`config.mk`:
```
export PLATFORM = sky130hd
export DESIGN_NAME = hmu_unit
export DESIGN_NICKNAME = d
export VERILOG_FILES = /design/src/core/hmu_decode.v /design/src/core/hmu_mul16.v /design/src/core/hmu_unit.v
export VERILOG_INCLUDE_DIRS = /design/src /design/src/core
export SDC_FILE = /design/constraint.sdc
export NUM_CORES = 2
export LEC_CHECK = 0
export BUFFER_PORTS_ARGS = -buffer_cell sky130_fd_sc_hd__buf_2
export CAP_MARGIN = 30
export CORE_UTILIZATION = 40
export CTS_BUF_LIST = sky130_fd_sc_hd__clkbuf_4 sky130_fd_sc_hd__clkbuf_8 sky130_fd_sc_hd__clkbuf_16
export CTS_CLUSTER_DIAMETER = 30
export DETAILED_ROUTE_END_ITERATION = 6
export SLEW_MARGIN = 10
export SYNTH_ARGS = -nofsm -noshare
export SYNTH_HDL_FRONTEND = slang
export SYNTH_SLANG_ARGS = --single-unit
```
`constraint.sdc`:
```
create_clock -name clk -period 11.2 [get_ports clk]
set_input_delay 1.68 -clock clk [delete_from_list [all_inputs] [get_ports clk]]
set_output_delay 1.68 -clock clk [all_outputs]
set_load 0.005 [all_outputs]
```
`src/core/hmu_consts.vh`:
```
`ifndef HMU_CONSTS_VH
`define HMU_CONSTS_VH
// instruction word fields
`define HMU_OP_HI 11
`define HMU_OP_LO 7
`define HMU_ZERO_HI 6
`define HMU_ZERO_LO 2
`define HMU_FIRST_HI 17
`define HMU_FIRST_LO 13
`define HMU_SECOND_HI 22
`define HMU_SECOND_LO 18
`define HMU_DST_HI 27
`define HMU_DST_LO 23
`define HMU_XBIT 12
`define HMU_SBIT 1
// operation field codes (only mul_hi_lo_signed is fixed; others chosen)
`define HMU_OP_HI_HI_S 5'h01
`define HMU_OP_HI_LO_S 5'h09
`define HMU_OP_HI_LO_U 5'h0F
`define HMU_OP_HI_S_LO_U 5'h0B
`define HMU_OP_HI_S_HI_U 5'h03
`define HMU_OP_HI_HI_U 5'h07
`define HMU_OP_HI_U_LO_S 5'h0D
`define HMU_OP_HI_U_HI_S 5'h05
`define HMU_OP_LO_HI_S 5'h11
`define HMU_OP_LO_HI_U 5'h17
`define HMU_OP_LO_S_HI_U 5'h13
`define HMU_OP_LO_U_HI_S 5'h15
// pipeline: read in first execute phase, write in second
`define HMU_DELAY_SLOTS 1
`define HMU_NUM_UNITS 2
`endif

```
`src/core/hmu_decode.v`:
```
`timescale 1ns/1ps
`include "hmu_consts.vh"
module hmu_decode
(
   input wire [31:0] instr,
   output reg valid,
   output reg first_hi,
   output reg second_hi,
   output reg first_signed,
   output reg second_signed
);
   wire [4:0] op;
   wire zero_ok;
   assign op = instr[`HMU_OP_HI:`HMU_OP_LO];
   assign zero_ok = (instr[`HMU_ZERO_HI:`HMU_ZERO_LO] == 5'h00);
   always @*
   begin
      // defaults are the all-signed high-by-high case; each op clears what differs
      valid = zero_ok;
      first_hi = 1'h1;
      second_hi = 1'h1;
      first_signed = 1'h1;
      second_signed = 1'h1;
      case (op)
         `HMU_OP_HI_HI_S:
         begin
         end
         `HMU_OP_HI_LO_S:
         begin
            second_hi = 1'h0;
         end
         `HMU_OP_HI_LO_U:
         begin
            second_hi = 1'h0;
            first_signed = 1'h0;
            second_signed = 1'h0;
         end
         `HMU_OP_HI_S_LO_U:
         begin
            second_hi = 1'h0;
            second_signed = 1'h0;
         end
         `HMU_OP_HI_S_HI_U:
         begin
            second_signed = 1'h0;
         end
         `HMU_OP_HI_HI_U:
         begin
            first_signed = 1'h0;
            second_signed = 1'h0;
         end
         `HMU_OP_HI_U_LO_S:
         begin
            second_hi = 1'h0;
            first_signed = 1'h0;
         end
         `HMU_OP_HI_U_HI_S:
         begin
            first_signed = 1'h0;
         end
         `HMU_OP_LO_HI_S:
         begin
            first_hi = 1'h0;
         end
         `HMU_OP_LO_HI_U:
         begin
            first_hi = 1'h0;
            first_signed = 1'h0;
            second_signed = 1'h0;
         end
         `HMU_OP_LO_S_HI_U:
         begin
            first_hi = 1'h0;
            second_signed = 1'h0;
         end
         `HMU_OP_LO_U_HI_S:
         begin
            first_hi = 1'h0;
            first_signed = 1'h0;
         end
         default:
         begin
            valid = 1'h0;
         end
      endcase
   end
endmodule

```
`src/core/hmu_mul16.v`:
```
`timescale 1ns/1ps
module hmu_mul16
(
   input wire [15:0] a,
   input wire [15:0] b,
   input wire a_signed,
   input wire b_signed,
   output wire [31:0] product
);
   wire signed [16:0] a_ext;
   wire signed [16:0] b_ext;
   wire signed [33:0] full;
   // one extra bit makes a single signed multiplier cover all four sign mixes
   assign a_ext = {a_signed & a[15], a};
   assign b_ext = {b_signed & b[15], b};
   assign full = a_ext * b_ext;
   // the 32-bit product never overflows, so the upper bits are pure sign
   assign product = full[31:0];
endmodule

```
`src/core/hmu_unit.v`:
```
`timescale 1ns/1ps
`include "hmu_consts.vh"
// Notes on behaviour
// - high-by-high signed: upper halves of both sources, signed 32-bit product
// - high-by-low signed: signed upper first source times signed lower second source
// - high-by-low unsigned: both halves unsigned, unsigned 32-bit result
// - high signed by low unsigned, signed result
// - high signed by high unsigned, signed result
// - high-by-high unsigned: both upper halves unsigned, unsigned product
// - high unsigned by low signed, signed result
// - high unsigned by high signed, signed result
// - low-by-high signed: lower first source times upper second, both signed
// - low-by-high unsigned: both halves unsigned, unsigned result
// - low signed by high unsigned, signed result
// - low unsigned by high signed, signed result
// - sources read in first execute phase, destination written in second
// - each operation runs on either multiplier unit, one per register side
// - destination written only when condition is true, else no operation
// - op field 01001 in bits 11..7, bits 6..2 zero, is signed high-by-low
module hmu_unit
#(
   parameter NUM_UNITS = `HMU_NUM_UNITS
)
(
   input wire clk,
   input wire rst,
   input wire [NUM_UNITS-1:0] issue,
   input wire [NUM_UNITS-1:0] cond_true,
   input wire [32*NUM_UNITS-1:0] instr,
   input wire [32*NUM_UNITS-1:0] first_source,
   input wire [32*NUM_UNITS-1:0] second_source,
   output wire [NUM_UNITS-1:0] illegal,
   output wire [NUM_UNITS-1:0] wr_en,
   output wire [5*NUM_UNITS-1:0] wr_addr,
   output wire [32*NUM_UNITS-1:0] wr_data
);
   genvar u;
   generate
      for (u = 0; u < NUM_UNITS; u = u + 1)
      begin : unit
         wire [31:0] ins;
         wire [31:0] s1;
         wire [31:0] s2;
         wire dec_valid;
         wire s1_hi;
         wire s2_hi;
         wire s1_sg;
         wire s2_sg;
         wire [15:0] op_a;
         wire [15:0] op_b;
         wire [31:0] prod;
         wire go;
         reg en_reg;
         reg [4:0] addr_reg;
         reg [31:0] data_reg;
         assign ins = instr[32*u+31:32*u];
         assign s1 = first_source[32*u+31:32*u];
         assign s2 = second_source[32*u+31:32*u];
         hmu_decode dec
         (
            .instr(ins),
            .valid(dec_valid),
            .first_hi(s1_hi),
            .second_hi(s2_hi),
            .first_signed(s1_sg),
            .second_signed(s2_sg)
         );
         // halves picked in the issue cycle, the first execute phase
         assign op_a = s1_hi ? s1[31:16] : s1[15:0];
         assign op_b = s2_hi ? s2[31:16] : s2[15:0];
         hmu_mul16 mul
         (
            .a(op_a),
            .b(op_b),
            .a_signed(s1_sg),
            .b_signed(s2_sg),
            .product(prod)
         );
         // undecodable words are flagged and never write
         assign illegal[u] = issue[u] & ~dec_valid;
         assign go = issue[u] & dec_valid & cond_true[u];
         // one register stage: result lands at the next edge, one delay slot
         always @(posedge clk)
         begin
            if (rst)
            begin
               en_reg <= 1'h0;
               addr_reg <= 5'h00;
               data_reg <= 32'h00000000;
            end
            else
            begin
               en_reg <= go;
               // a false condition or a bad word leaves the old result standing
               if (go)
               begin
                  addr_reg <= ins[`HMU_DST_HI:`HMU_DST_LO];
                  data_reg <= prod;
               end
            end
         end
         assign wr_en[u] = en_reg;
         assign wr_addr[5*u+4:5*u] = addr_reg;
         assign wr_data[32*u+31:32*u] = data_reg;
      end
   endgenerate
endmodule

```
==> impl_metrics.ini <==
[drt]
ant_nets = 0
routed_wl_um = 68710
drc = 12
num_vias = 19180
firstDrtPassIters = 7
drt_iter0_drc = 1163
avgRoutedWirePerCell_um = 18.34
vias_per_cell = 5.119

[floorplan]
ioPinCount = 276
die-height_um = 247.5
core_area_mm2 = 0.05924
fp-row-count = 89
die_w_um = 247.5
initial_utilization = 0.4069
fp.dieArea_mm2 = 0.06126

[synthesis]
synth_area_mm2 = 0.02411
synth_flop_cell = dfxtp_1
ys_seq_area_frac = 0.06311
synth.most_common_cell = inv_1
synth.top_cell.area_share = 0.4683
synth_edf_count = 0
synth.area.top_cells = fa_1 (47%), inv_1 (10%), ha_1 (8.5%), nand2_1 (6.6%), dfxtp_1 (6.3%)
synth-seq-cells = 76
syn_nets = 3664
netlist_top_cells_count = inv_1 (645), fa_1 (564), nand2_1 (421)
synth.distinct_cells = 66
async_flop_share = 0
syn_inst = 2738
avgSynthCellArea_um2 = 8.805
yosysTopAreaCell = fa_1
yosysWarnings = 0

[worst_setup_path]
path_depth = 24
cp.arrival_ns = 9.13
cp-end-kind = flop
critPathMaxStageDelay_ns = 0.91
required_ns = 11.43
worst_r2r_path_depth = 4
critPathKind = in -> reg
crit_family = adder cells
critPathMaxFanout = 24
critPathMostFrequentCell = fa_1
path_cells = buf_2 > nand3b_1 > buf_4 > mux2i_1 > buf_4 > a21oi_1 > buf_4 > nand2_1 > fa_1 > fa_1 > inv_1 > fa_1 > fa_1 > fa_1 > fa_1 > ha_1 > and3_1 > nand3_1 > or3_1 > a21oi_1 > nor3_1 > o31ai_1 > xnor2_1 > o21ai_1
reg2reg_slack_ns = 10.26
cp_num_buf_inv = 5
start_kind = input port
critPathSlowestCell = fa_1

[final_layout]
diodes = 0
drive_gt1_frac = 0.1332
area_delta_synth_final_pct = 10.65
nets = 3895
largest_reg_flops = 64

[cts]
cts_sinks = 76
postCtsSetupRepairBufs = 0
ctsRootBufferMaster = clkbuf_16
cts.path.max_buffers = 2
cts_resized = 0
clk_transition_reported_paths_ns = 0.06
htreeDepth = 3
clkLatencyLatePin_ns = 0.34
postCtsHoldBufs = 0
cts_buffers = 9
cts_tree = yes

[run_status]
violations = DRC
status = finished with violations

[hold_path]
worst_hold_path_type = reg -> reg
hold_path_depth = 2

[grt]
use_met2 = 0.3912
grt_max_degree = 78
overflow = 0
use_met1 = 0.3042
grtUsageMet3 = 0.04239
grt_pass1_wl_um = 109700
grt_use_total = 0.2320
grt_pass1_vias = 20600
busiest_layer = met2
antenna_found_initial = 1

[timing]
max_freq_mhz = 112.3
hold_viol_final = 0
maxSlewViolCount = 0
slew_headroom = 0.2942
tightest_slew_ns = 1.029
grt_setup_unrepaired = no
setup_viol_count_final = 0
clock_skew_ns = 0
period_minus_slack_ns = 8.902
tns_ns = 0
finalCritPeriodShare = 0.7949

[flow_run]
max_cap_violations = 0

[place]
io_buffers = 241
gp_congestion = 0.9518
dp_hpwl_um = 58580
-- path summary, 6_finish.rpt --
check,to,start
max,unit[1].data_reg[30],instr[42]
min,unit[0].data_reg[19],unit[0].data_reg[19]
max reg2reg,unit[1].data_reg[31],unit[1].data_reg[31]
min reg2reg,unit[0].data_reg[19],unit[0].data_reg[19]
-- cell type report --
class	count	area, um2
Fill cell	5888	32570
Inverter	645	2421
Sequential cell	76	1521
Clock inverter	5	37.54
Clock buffer	11	240.2
Multi-Input combinational cell	1941	19860
Timing Repair Buffer	296	1634
Tap cell	773	967.2
-- per-stage QoR --
step                setup slack (ns)  instance area, um2  hold WS [ns]  cells  utilization
global route                   1.938               26680        0.4568   3747       0.4503
floorplan                      2.487               24110        0.4419   2738            -
global placement               1.545               26300        0.4378   3720       0.4440
finish                         2.298               26680        0.4501   3747       0.4503
detailed placement             1.434               26350        0.4409   3726       0.4447
CTS                            1.783               26620        0.4508   3742       0.4494
-- metal layers --
metal | wire length (um) | share of wire | vias up
met1 | 28180 | 0.41 | 9726
met2 | 32730 | 0.48 | 738
li1 | - | - | 8611
met5 | 13 | 0.00019 | -
met4 | 1860 | 0.027 | 2
met3 | 5925 | 0.086 | 105
-- cells by family (layout without fill, tap and decap cells) --
group,after synthesis,count (layout),share of synthesized area
AO/OA/AOI/OAI,205,205,0.05434
XOR/XNOR,73,73,0.02652
adder cells (fa/ha/maj),728,728,0.5535
buffers and inverters,721,957,0.1139
flip-flops,76,76,0.06311
multiplexers,119,119,0.05242
AND/OR/NAND/NOR,816,816,0.1363
-- worst register-to-register path, cell delays in order (launching register included) --
cell and delay (ns):
dfxtp_1 0.43, nand2_1 0.08, a21oi_1 0.17, o21ai_1 0.09
a21oi_1 0.11
-- cells in the final DEF (no fill, tap or decap), types with 4 or more instances in the layout --
master / count
nand2b_1: 9
dfxtp_1: 76
mux2_2: 58
inv_1: 645
nand2_1: 421
o21bai_1: 6
nor2b_1: 7
ha_1: 164
or3_1: 7
o21ai_1: 4
nand3_1: 11
buf_4: 52
a211oi_1: 9
o21ai_2: 4
a31oi_1: 7
nor2_1: 305
a21o_1: 17
and3_1: 7
xor2_1: 16
o21a_1: 7
fa_1: 564
o21ai_0: 19
mux2i_1: 60
clkbuf_16: 9
nor4_1: 4
a21oi_1: 101
buf_2: 241
nand3b_1: 9
nor3_1: 16
xnor2_1: 57
Power is not shown: default switching activity piles up to over one toggle a cycle in this logic, so the estimate is an artifact.
